===== src/hdl/boost_cfg_map.svh =====
`ifndef BOOST_CFG_MAP_SVH
`define BOOST_CFG_MAP_SVH

// Register indices; byte address is four times the index
`define IDX_RAMP_CFG    12'h0A1
`define IDX_TRACK_CFG   12'h0A2
`define IDX_STATUS      12'h0C0

// Non-volatile source addresses of the two bytes
`define NVM_ADDR_RAMP   8'hA1
`define NVM_ADDR_TRACK  8'hA2

// Reset values before the power-up load
`define RST_RAMP_CFG    8'h00
`define RST_TRACK_CFG   8'h00

// Field positions, first byte
`define F_RATE_HI       7
`define F_RATE_LO       6
`define F_FAULT         5
`define F_DERATE_HI     4
`define F_DERATE_LO     3
`define F_RAMP_HI       2
`define F_RAMP_LO       0

// Field positions, second byte
`define F_ALT_TRACK     7
`define F_SLOW_UPD      6
`define F_SMOOTH        5
`define F_OUTSIDE_SW    4
`define F_ADAPT         3
`define F_CONV_EN       2
`define F_ILIM_HI       1
`define F_ILIM_LO       0

// Timing
`define CLK_HZ          10000000
`define MS_PER_S        1000
`define RAMP_STEPS      256
`define SLOW_UPD_DIV    16
`define SMOOTH_ZONE     8'h10

`endif


===== src/hdl/boost_cfg_pkg.sv =====
package boost_cfg_pkg;

	typedef enum logic [1:0] {
		ST_IDLE = 2'b00,
		ST_REQ  = 2'b01,
		ST_WAIT = 2'b10,
		ST_DONE = 2'b11
	} load_st_t;

	typedef struct packed {
		logic        psel;
		logic        penable;
		logic        pwrite;
		logic [11:0] paddr;
		logic [31:0] pwdata;
	} apb_req_t;

	typedef struct packed {
		logic        pready;
		logic        pslverr;
		logic [31:0] prdata;
	} apb_rsp_t;

	typedef struct packed {
		logic [1:0]  switch_rate_sel;
		logic        string_fault_detect_on;
		logic [1:0]  thermal_derate_threshold;
		logic [2:0]  ramp_sel;
	} ramp_cfg_t;

	typedef struct packed {
		logic        alt_track;
		logic        slow_update;
		logic        smooth_ramp_on;
		logic        outside_switch_sel;
		logic        adapt_on;
		logic        conv_auto_on;
		logic [1:0]  coil_current_limit;
	} track_cfg_t;

endpackage


===== src/hdl/backlight_boost_config_bank.sv =====
// Design decision made here: register access over APB.
`timescale 1ns/1ps
`include "boost_cfg_map.svh"

module backlight_boost_config_bank #(
	parameter int MS_CYC = `CLK_HZ / `MS_PER_S
) (
	input  wire logic                    CLK,
	input  wire logic                    RST,
	input  wire logic                    CE,
	input  wire boost_cfg_pkg::apb_req_t APB_REQ,
	output      boost_cfg_pkg::apb_rsp_t APB_RSP,
	output      logic                    NVM_RD_REQ,
	output      logic [7:0]              NVM_RD_ADDR,
	input  wire logic                    NVM_RD_VALID,
	input  wire logic [7:0]              NVM_RD_DATA,
	input  wire logic                    BACKLIGHT_ON,
	input  wire logic [7:0]              BRIGHT_TARGET,
	input  wire logic                    PWM_CYCLE_TICK,
	input  wire logic [7:0]              STRING_VF_MAX,
	input  wire logic [2:0]              SINK_HEADROOM_SEL,
	input  wire logic [7:0]              FIXED_OUTPUT_LEVEL,
	input  wire logic [7:0]              STARTUP_LEVEL,
	input  wire logic                    START_LEVEL_OK,
	output      logic                    CONFIG_VALID,
	output      logic [1:0]              SWITCH_RATE_SEL,
	output      logic [10:0]             SWITCH_RATE_KHZ,
	output      logic                    STRING_FAULT_DETECT_ON,
	output      logic                    DERATE_ON,
	output      logic [7:0]              DERATE_TEMP_C,
	output      logic [11:0]             COIL_CURRENT_LIMIT_MA,
	output      logic                    CONV_ENABLE,
	output      logic                    INT_SWITCH_EN,
	output      logic                    GATE_DRIVE_PIN_EN,
	output      logic [7:0]              BRIGHT_LEVEL,
	output      logic [7:0]              OUTPUT_LEVEL_REQ
);
	import boost_cfg_pkg::*;

	localparam logic [11:0] ADDR_RAMP   = 12'(`IDX_RAMP_CFG << 2);
	localparam logic [11:0] ADDR_TRACK  = 12'(`IDX_TRACK_CFG << 2);
	localparam logic [11:0] ADDR_STATUS = 12'(`IDX_STATUS << 2);

	ramp_cfg_t   ramp_cfg_ff;
	track_cfg_t  track_cfg_ff;
	load_st_t    load_st_ff;
	logic        load_second_ff;
	logic [31:0] prdata_ff;
	logic        start_meta_ff;
	logic        start_ok_ff;
	logic        track_phase_ff;
	logic [3:0]  upd_cnt_ff;
	logic [7:0]  level_req_ff;
	logic [7:0]  bright_ff;
	logic [23:0] ramp_cnt_ff;
	logic        loaded;
	logic        setup;
	logic        access;
	logic        hit;
	logic        wr;
	logic        upd;
	logic [9:0]  ramp_ms;
	logic [23:0] step_len;
	logic [7:0]  diff;
	logic [8:0]  track_sum;
	logic [7:0]  track_tgt;
	logic        conv_on;

	assign loaded = (load_st_ff == ST_DONE);
	assign setup  = APB_REQ.psel && !APB_REQ.penable;
	assign access = APB_REQ.psel && APB_REQ.penable;
	assign hit    = (APB_REQ.paddr == ADDR_RAMP) || (APB_REQ.paddr == ADDR_TRACK)
		|| (APB_REQ.paddr == ADDR_STATUS);
	// Stalls the bus while the power-up load is still running
	assign APB_RSP.pready  = loaded && CE;
	assign APB_RSP.pslverr = access && !hit;
	assign APB_RSP.prdata  = prdata_ff;
	assign wr = access && APB_REQ.pwrite && loaded && CE;

	always_ff @(posedge CLK) begin
		if (RST) begin
			load_st_ff     <= ST_IDLE;
			load_second_ff <= 1'b0;
			NVM_RD_REQ     <= 1'b0;
			NVM_RD_ADDR    <= 8'h00;
		end else if (CE) begin
			case (load_st_ff)
				ST_IDLE: begin
					load_st_ff <= ST_REQ;
				end
				ST_REQ: begin
					NVM_RD_REQ  <= 1'b1;
					NVM_RD_ADDR <= load_second_ff ? `NVM_ADDR_TRACK : `NVM_ADDR_RAMP;
					load_st_ff  <= ST_WAIT;
				end
				ST_WAIT: begin
					if (NVM_RD_VALID) begin
						NVM_RD_REQ     <= 1'b0;
						load_second_ff <= 1'b1;
						load_st_ff     <= load_second_ff ? ST_DONE : ST_REQ;
					end
				end
				ST_DONE: begin
					load_st_ff <= ST_DONE;
				end
				default: begin
					load_st_ff <= ST_IDLE;
				end
			endcase
		end
	end

	// Configuration bytes: NVM load first, then bus writes
	always_ff @(posedge CLK) begin
		if (RST) begin
			ramp_cfg_ff  <= `RST_RAMP_CFG;
			track_cfg_ff <= `RST_TRACK_CFG;
		end else if (CE) begin
			if (load_st_ff == ST_WAIT && NVM_RD_VALID) begin
				if (load_second_ff) begin
					track_cfg_ff <= NVM_RD_DATA;
				end else begin
					ramp_cfg_ff <= NVM_RD_DATA;
				end
			end
			if (wr && APB_REQ.paddr == ADDR_RAMP) begin
				ramp_cfg_ff <= APB_REQ.pwdata[7:0];
			end
			if (wr && APB_REQ.paddr == ADDR_TRACK) begin
				track_cfg_ff <= APB_REQ.pwdata[7:0];
			end
		end
	end

	// Read data captured in setup so the access phase needs no wait
	always_ff @(posedge CLK) begin
		if (RST) begin
			prdata_ff <= 32'h0000_0000;
		end else if (CE && setup) begin
			case (APB_REQ.paddr)
				ADDR_RAMP:   prdata_ff <= {24'h00_0000, ramp_cfg_ff};
				ADDR_TRACK:  prdata_ff <= {24'h00_0000, track_cfg_ff};
				ADDR_STATUS: prdata_ff <= {8'h00, level_req_ff, bright_ff, 6'h00, track_phase_ff, loaded};
				default:     prdata_ff <= 32'h0000_0000;
			endcase
		end
	end

	// Converter runs only after load and while the backlight is on
	assign conv_on = loaded && track_cfg_ff.conv_auto_on && BACKLIGHT_ON;

	always_ff @(posedge CLK) begin
		if (RST) begin
			CONFIG_VALID <= 1'b0;
		end else if (CE) begin
			CONFIG_VALID <= loaded;
		end
	end

	always_ff @(posedge CLK) begin
		if (RST) begin
			SWITCH_RATE_SEL <= 2'b00;
			SWITCH_RATE_KHZ <= 11'h09C;
		end else if (CE) begin
			SWITCH_RATE_SEL <= ramp_cfg_ff.switch_rate_sel;
			case (ramp_cfg_ff.switch_rate_sel)
				2'b00:   SWITCH_RATE_KHZ <= 11'h09C;
				2'b01:   SWITCH_RATE_KHZ <= 11'h138;
				2'b10:   SWITCH_RATE_KHZ <= 11'h271;
				default: SWITCH_RATE_KHZ <= 11'h4E2;
			endcase
		end
	end

	always_ff @(posedge CLK) begin
		if (RST) begin
			STRING_FAULT_DETECT_ON <= 1'b0;
		end else if (CE) begin
			STRING_FAULT_DETECT_ON <= loaded && ramp_cfg_ff.string_fault_detect_on;
		end
	end

	// derating threshold
	// First byte lands before the second; hold derating off until both are in
	always_ff @(posedge CLK) begin
		if (RST) begin
			DERATE_ON     <= 1'b0;
			DERATE_TEMP_C <= 8'h00;
		end else if (CE) begin
			DERATE_ON <= loaded && (ramp_cfg_ff.thermal_derate_threshold != 2'b00);
			case (loaded ? ramp_cfg_ff.thermal_derate_threshold : 2'b00)
				2'b01:   DERATE_TEMP_C <= 8'h6E;
				2'b10:   DERATE_TEMP_C <= 8'h78;
				2'b11:   DERATE_TEMP_C <= 8'h82;
				default: DERATE_TEMP_C <= 8'h00;
			endcase
		end
	end

	always_ff @(posedge CLK) begin
		if (RST) begin
			COIL_CURRENT_LIMIT_MA <= 12'h384;
		end else if (CE) begin
			case (track_cfg_ff.coil_current_limit)
				2'b00:   COIL_CURRENT_LIMIT_MA <= 12'h384;
				2'b01:   COIL_CURRENT_LIMIT_MA <= 12'h578;
				2'b10:   COIL_CURRENT_LIMIT_MA <= 12'h7D0;
				default: COIL_CURRENT_LIMIT_MA <= 12'h9C4;
			endcase
		end
	end

	always_ff @(posedge CLK) begin
		if (RST) begin
			CONV_ENABLE <= 1'b0;
		end else if (CE) begin
			CONV_ENABLE <= conv_on;
		end
	end

	always_ff @(posedge CLK) begin
		if (RST) begin
			INT_SWITCH_EN     <= 1'b0;
			GATE_DRIVE_PIN_EN <= 1'b0;
		end else if (CE) begin
			INT_SWITCH_EN     <= conv_on && !track_cfg_ff.outside_switch_sel;
			GATE_DRIVE_PIN_EN <= conv_on && track_cfg_ff.outside_switch_sel;
		end
	end

	// Ramp length in ms per full-scale swing
	always_comb begin
		case (ramp_cfg_ff.ramp_sel)
			3'b001:  ramp_ms = 10'h032;
			3'b010:  ramp_ms = 10'h04B;
			3'b011:  ramp_ms = 10'h064;
			3'b100:  ramp_ms = 10'h096;
			3'b101:  ramp_ms = 10'h0C8;
			3'b110:  ramp_ms = 10'h12C;
			3'b111:  ramp_ms = 10'h1F4;
			default: ramp_ms = 10'h000;
		endcase
	end

	// One level step per slice; a full swing takes the selected time
	assign step_len = 24'((32'(ramp_ms) * 32'(MS_CYC)) / `RAMP_STEPS);
	assign diff = (BRIGHT_TARGET > bright_ff) ? (BRIGHT_TARGET - bright_ff) : (bright_ff - BRIGHT_TARGET);

	always_ff @(posedge CLK) begin
		if (RST) begin
			bright_ff   <= 8'h00;
			ramp_cnt_ff <= 24'h00_0000;
		end else if (CE) begin
			if (ramp_cfg_ff.ramp_sel == 3'b000) begin
				bright_ff   <= BRIGHT_TARGET;
				ramp_cnt_ff <= 24'h00_0000;
			end else if (bright_ff == BRIGHT_TARGET) begin
				ramp_cnt_ff <= 24'h00_0000;
			end else if (ramp_cnt_ff + 24'h00_0001 < ((track_cfg_ff.smooth_ramp_on && diff < `SMOOTH_ZONE)
				? (step_len << 1) : step_len)) begin
				ramp_cnt_ff <= ramp_cnt_ff + 24'h00_0001;
			end else begin
				ramp_cnt_ff <= 24'h00_0000;
				bright_ff   <= (BRIGHT_TARGET > bright_ff) ? bright_ff + 8'h01 : bright_ff - 8'h01;
			end
		end
	end

	assign BRIGHT_LEVEL = bright_ff;

	// Startup-reached flag comes from the analog side
	always_ff @(posedge CLK) begin
		if (RST) begin
			start_meta_ff <= 1'b0;
			start_ok_ff   <= 1'b0;
		end else if (CE) begin
			start_meta_ff <= START_LEVEL_OK;
			start_ok_ff   <= start_meta_ff;
		end
	end

	assign upd = PWM_CYCLE_TICK && (!track_cfg_ff.slow_update || upd_cnt_ff == 4'(`SLOW_UPD_DIV - 1));

	always_ff @(posedge CLK) begin
		if (RST) begin
			upd_cnt_ff <= 4'h0;
		end else if (CE && PWM_CYCLE_TICK) begin
			upd_cnt_ff <= upd_cnt_ff + 4'h1;
		end
	end

	// Headroom in level units, one unit per headroom step plus one
	assign track_sum = {1'b0, STRING_VF_MAX} + {5'h00, SINK_HEADROOM_SEL} + 9'h001;
	assign track_tgt = track_sum[8] ? 8'hFF : track_sum[7:0];

	always_ff @(posedge CLK) begin
		if (RST) begin
			track_phase_ff <= 1'b0;
			level_req_ff   <= 8'h00;
		end else if (CE) begin
			if (!track_cfg_ff.adapt_on) begin
				track_phase_ff <= 1'b0;
				level_req_ff   <= FIXED_OUTPUT_LEVEL;
			end else if (!conv_on || !track_phase_ff) begin
				level_req_ff   <= STARTUP_LEVEL;
				track_phase_ff <= conv_on && start_ok_ff;
			end else if (upd) begin
				if (track_tgt > level_req_ff) begin
					level_req_ff <= track_cfg_ff.alt_track ? track_tgt : level_req_ff + 8'h01;
				end else if (track_tgt < level_req_ff) begin
					level_req_ff <= level_req_ff - 8'h01;
				end
			end
		end
	end

	assign OUTPUT_LEVEL_REQ = level_req_ff;

endmodule // backlight_boost_config_bank


===== config.mk =====
export PLATFORM = sky130hd
export DESIGN_NAME = backlight_boost_config_bank
export DESIGN_NICKNAME = d
export VERILOG_FILES = /design/src/hdl/boost_cfg_pkg.sv /design/src/hdl/backlight_boost_config_bank.sv
export VERILOG_INCLUDE_DIRS = /design/src /design/src/hdl
export SDC_FILE = /design/constraint.sdc
export NUM_CORES = 1
export LEC_CHECK = 0
export BUFFER_PORTS_ARGS = -buffer_cell sky130_fd_sc_hd__buf_2
export CORE_ASPECT_RATIO = 1.25
export CORE_MARGIN = 2
export CORE_UTILIZATION = 45
export DETAILED_ROUTE_END_ITERATION = 8
export PLACE_DENSITY = 0.68
export SYNTH_ARGS = -nofsm -noshare
export SYNTH_HDL_FRONTEND = slang
export SYNTH_SLANG_ARGS = --single-unit

===== constraint.sdc =====
create_clock -name CLK -period 10.9 [get_ports CLK]
set_clock_uncertainty 0.15 [all_clocks]
set_input_delay 1.635 -clock CLK [delete_from_list [all_inputs] [get_ports CLK]]
set_output_delay 1.635 -clock CLK [all_outputs]
set_load 0.03 [all_outputs]

Word level (Yosys, flattened, before mapping):

Index checks and enable logic that the tools add are counted.

* word-level logic and storage cells: 163
* register bits: 146
* input port bits: 97
* output and inout port bits: 98

* equality and inequality tests: 29
* multiply operators: 1
* reductions and logical operators: 49
* mux-type cells: 36
* magnitude comparators: 5
* add/subtract/negate cells: 10

Operators by type and width (number)
* 2-to-1 mux 8 bit: 18
* 2-to-1 mux 24 bit: 3
* one-hot mux 24 bit (3 select lines): 1
* one-hot mux 9 bit (7 select lines): 1
* equality test 12 x 10 -> 1 bit (second input constant): 3
* one-hot mux 12 bit (3 select lines): 1
* one-hot mux 11 bit (3 select lines): 1
* adder 24 x 1 -> 24 bit (second input constant): 1
* less-than comparator 24 x 17 -> 1 bit: 1
* one-hot mux 8 bit (3 select lines): 1
* logical AND 1 bit: 21
* multiplier 10 x 10 -> 20 bit (second input constant): 1
* AND reduction 3 bit: 6
* 2-to-1 mux 17 bit: 1
* adder 8 x 1 -> 8 bit (second input constant): 2
* > comparator 8 bit: 2
* subtractor 8 x 1 -> 8 bit (second input constant): 2
* subtractor 8 bit: 2
* equality test 2 bit (second input constant): 6
* equality test 3 bit (second input constant): 4
* nonzero test 2 bit: 5
* adder 8 x 3 -> 9 bit: 1
* adder 9 x 1 -> 9 bit (second input constant): 1
* equality test 2 x 1 -> 1 bit (second input constant): 4
* 20 further kinds: 41

Depth between registers and ports, before layout:

* depth in word-level cells: 9
* gate-level depth with buffers: 32
* gate-level depth less buffers: 31

Worst setup path after synthesis:

No wires, ideal clock.

* kind: register -> register
* from: reg ramp_cfg_ff[1] (netlist bit)
* to: reg bright_ff[1] (netlist: BRIGHT_LEVEL[1])
* buffers on the path: 1
* cell stages (with the launch flop): 31
* clock period less this slack: 7247 ps
* library setup time: 74 ps
* arrival time: 7023 ps
* path slack: 3653 ps
* data required time: 10676 ps
* cell sequence: dfxtp_1 -> ha_1 -> clkbuf_1 -> nor3_1 -> o32ai_1 -> ha_1 -> a21o_1 -> ha_1 -> ha_1 -> inv_1 -> fa_1 -> inv_1 -> ha_1 -> nor2b_1 -> o21a_1 -> o21a_1 -> or4_1 -> a31o_2 -> a211o_1 -> a31o_2 -> mux2i_1 -> ha_1 -> nand3_1 -> nor3_1 -> nand3_1 -> o2111ai_1 -> a2111o_1 -> nor4_4 -> o41ai_2 -> a31oi_2 -> o2bb2ai_1

* longest elaborated chain between the ends: 7
* elaborated cells between the ends (all ways): 16
* those cells by class: 1 x mul; 1 x order compare; 9 x eq/ne; 3 x mux; 2 x reduce/logical

RTL lines
* from (decl): RTL line backlight_boost_config_bank.sv:44 `ramp_cfg_t ramp_cfg_ff;`
* from (signal assigned): RTL line backlight_boost_config_bank.sv:116 `` ramp_cfg_ff <= `RST_RAMP_CFG; ``
* from (signal assigned): RTL line backlight_boost_config_bank.sv:127 `ramp_cfg_ff <= APB_REQ.pwdata[7:0];`
* equality test 3 bit (tied with other cells): RTL line backlight_boost_config_bank.sv:233 `case (ramp_cfg_ff.ramp_sel)`
* one-hot mux 9 bit (7 select lines): RTL line backlight_boost_config_bank.sv:233
* multiplier 10 x 10 -> 20 bit: RTL line backlight_boost_config_bank.sv:246 `` assign step_len = 24'((32'(ramp_ms) * 32'(MS_CYC)) / `RAMP_STEPS); ``
* 2-to-1 mux 17 bit: RTL line backlight_boost_config_bank.sv:259 `` end else if (ramp_cnt_ff + 24'h00_0001 < ((track_cfg_ff.smooth_ramp_on && diff < `SMOOTH_ZONE) ``
* less-than comparator 24 x 17 -> 1 bit: RTL line backlight_boost_config_bank.sv:259
* != test 2 bit (no line)
* AND reduction 3 bit (no line)
* to (signal assigned): RTL line backlight_boost_config_bank.sv:264 `bright_ff <= (BRIGHT_TARGET > bright_ff) ? bright_ff + 8'h01 : bright_ff - 8'h01;`
* to (decl): RTL line backlight_boost_config_bank.sv:54 `logic [7:0] bright_ff;`

Parallel ways exist; a longest one is shown, timed or not.
A chain may end at the register's enable or synchronous reset.

Final worst setup path:

* from: reg ramp_cfg_ff[1] (netlist bit)
* to: reg bright_ff[7] (netlist: BRIGHT_LEVEL[7])

The elaborated chain is that of the path after synthesis.

==> key figures <==
Setup path
  – Internal reg-to-reg setup slack: 2.27 ns
  – Critical path fanouts, max: 18
  – Crit path largest cell delay: 0.76 ns
  – Max stage delay cell, worst path: dfxtp_1
  – Most used cell, CP: ha_1
  – Crit path kind: flip-flop to flip-flop
  – Crit end category: flip-flop
  – Required time worst endpoint: 11.09 ns
  – WP data arrival: 8.82 ns
  – Critical path launch point type: flip-flop

Die
  – Height of the chip: 162.7 um
  – Initial Util: 45.40%
  – I/O pins: 195
  – Die X: 130.9 um
  – Die area: 21290 um2
  – Core ar.: 19960 um2
  – Num rows: 58

Timing
  – Final worst-path cycle share: 79.18%
  – Fin worst setup slack: 2.270 ns
  – Min cycle time layout: 8.630 ns
  – Worst-Margin Slew: 1.075 ns
  – F_max: 115.9 MHz
  – Final Hold Vio Count: 0
  – Setup repair after global routing missed its margin: false
  – Final setup viols: 0
  – Final slew viol count: 0
  – Setup_tns: 0 ns
  – Slew HR: 28.34%

Clocking
  – # resized after CTS: 0
  – Clock sink total: 123
  – Clock tree from TritonCTS: built
  – Root buffer cell: clkbuf_16
  – CTS buffer count: 17
  – Max clock buf depth: 2
  – Setup bufs post-CTS: 0
  – CTS H-tree lvls: 4
  – Clk slew on worst S/H paths: 0.06 ns
  – Hold Buf Count CTS: 0
  – Worst-Skew Late Latency: 0.43 ns

Synth
  – Seq cells post-synth: 123
  – Seq/Total Area, Yosys: 27.17%
  – Synth cell count leaders: nor2_1 (139), dfxtp_1 (123), ha_1 (106)
  – Warnings from Yosys: 0
  – Post-synth EDFFs: 0
  – Synth cell types: 72
  – Mapped cell area: 9061 um2
  – Post-Syn Instances: 1133
  – Post-synth ARST share: 0%
  – Top-area cell type share of the netlist area: 27.17%
  – Most frequent cell after synthesis: nor2_1
  – Commonest register cell after synthesis: dfxtp_1
  – Area contributors post-synth: dfxtp_1 (27%), ha_1 (15%), nor2_1 (5.8%)
  – Syn Area/Cell: 7.998 um2
  – Yosys top cell by area: dfxtp_1

Global route
  – Antenna violations before repair: 0
  – Global-route wire length before repair: 37660 um
  – Vias in the first global route: 7791
  – GRT Util Overall: 22.06%
  – Grt total ovfl: 0
  – Largest net degree at the start of global routing: 86

Job
  – Max Cap Violations: 0

Route
  – Vias/cell: 5.442
  – DR WL/cell: 15.01 um
  – DRC viols: 0
  – Wirelength, routed: 23150 um
  – Antenna Nets Post-Route: 0
  – Starting DRT DRC Count: 380
  – Initial DRT Pass Iterations: 6
  – Via count: 8392

Place
  – DP HPWL: 17610 um
  – Port bufs: 154
  – GP Congestion: 0.9318
  – Placement Cell Area: 9930 um2
  – Placed cells: 1510
  – Worst slack, placed: 2.326 ns

Power
  – Static leakage: 4.910 nW
  – Tot Pwr: 1.240 mW
  – PwrDens: 118.2 nW/um2
  – Max VDD drop: 0.0001072 V

Cells and area
  – Finished Layout Cells: 1542
  – Final Cell Area: 10490 um2
  – FF/Latch Area: 2462 um2
  – Layout cell share with drive strength beyond 1: 16.82%
  – Multi-input logic area: 6032 um2
  – Layout filler cell count: 1937
  – Synth-to-Final Area Change: 15.78%
  – Nets: 1470
  – Antenna cell count: 0

Outcome
  – Status: finished, final reports clean

Hold path
  – HP Class: flip-flop to flip-flop
state kept, by name, summed over array words and instances, names as in the netlist, 2 cells and up:
signal	flops
COIL_CURRENT_LIMIT_MA	7
track_cfg_ff	8
SWITCH_RATE_KHZ	9
load_st_ff	2
ramp_cfg_ff	8
SWITCH_RATE_SEL	2
BRIGHT_LEVEL	8
upd_cnt_ff	4
ramp_cnt_ff	24
prdata_ff	24
NVM_RD_ADDR	3
OUTPUT_LEVEL_REQ	8
DERATE_TEMP_C	5
kinds of logic (layout without fill, tap and decap cells):
group | after synthesis | count (layout) | share of synthesized area (%)
XOR/XNOR | 57 | 57 | 5.510
buffers and inverters | 139 | 263 | 6.876
multiplexers | 33 | 33 | 3.701
flip-flops | 123 | 123 | 27.17
other | 2 | 17 | 0.08288
AO/OA/AOI/OAI | 228 | 228 | 16.87
adder cells (fa/ha/maj) | 114 | 114 | 16.40
AND/OR/NAND/NOR | 437 | 437 | 23.38
worst max-delay path, delay by kind of cell (launching register included):
kind	cells	cell delay (ns)
compound gates	10	2.85
fa+ha+maj	8	2.48
buf+inv	3	0.39
flops	1	0.76
mux	1	0.14
simple gates	6	1.77
stage by stage:
step	hold slack (ns)	util (%)
2_1_floorplan	0.3036	-
3_3_place_gp	0.2800	49.76
3_5_place_dp	0.2879	49.76
4_1_cts	0.3016	52.57
5_1_grt	0.3197	52.57
6_report	0.2969	52.57
where the power goes:
part | total, mW | internal [mW] | switching [mW]
registers | 0.474 | 0.459 | 0.0149
clock network | 0.541 | 0.306 | 0.236
logic | 0.224 | 0.0857 | 0.138
total | 1.24 | 0.851 | 0.389
area by class of cell:
cell class	count	share of cell area [%]
Clock inverter	14	1.169
Multi-Input combinational cell	886	57.50
Clock buffer	18	4.186
Sequential cell	123	23.47
Inverter	67	2.397
Timing Repair Buffer	164	8.062
Tap cell	270	3.220
cells in the final DEF, fill, tap and decap left out, types with 14 or more instances in the layout:
cell	instances
inv_1	66
mux2i_1	29
a21o_1	18
clkbuf_16	17
nand2_1	94
nor2_1	139
ha_1	106
o21ai_0	29
nor4_1	22
dfxtp_1	123
conb_1	17
and2_1	25
nor3_1	27
a211oi_1	16
xnor2_1	42
nand4_1	14
a21oi_1	75
xor2_1	15
buf_2	154
nand3_1	49
nand2b_1	22
layer usage:
layer | share of wire, % | up-vias | track usage, % | routed length [um]
met1 | 43 | 3919 | 27.63 | 9902
met2 | 50 | 215 | 37.74 | 11600
met4 | 2.6 | 0 | 8.124 | 610
li1 | - | 4219 | - | -
met3 | 4.5 | 39 | 3.778 | 1031
met5 | 0 | - | 0 | 0
path summary, 6_finish.rpt:
check,startpoint,cells after the start,endpoint
worst min register to register,INT_SWITCH_EN,2,INT_SWITCH_EN
worst min-delay path,INT_SWITCH_EN,2,INT_SWITCH_EN
worst max register to register,ramp_cfg_ff[1],28,BRIGHT_LEVEL[7]
worst max-delay path,ramp_cfg_ff[1],28,BRIGHT_LEVEL[7]
Note: power is estimated with default switching activity, not from simulation.
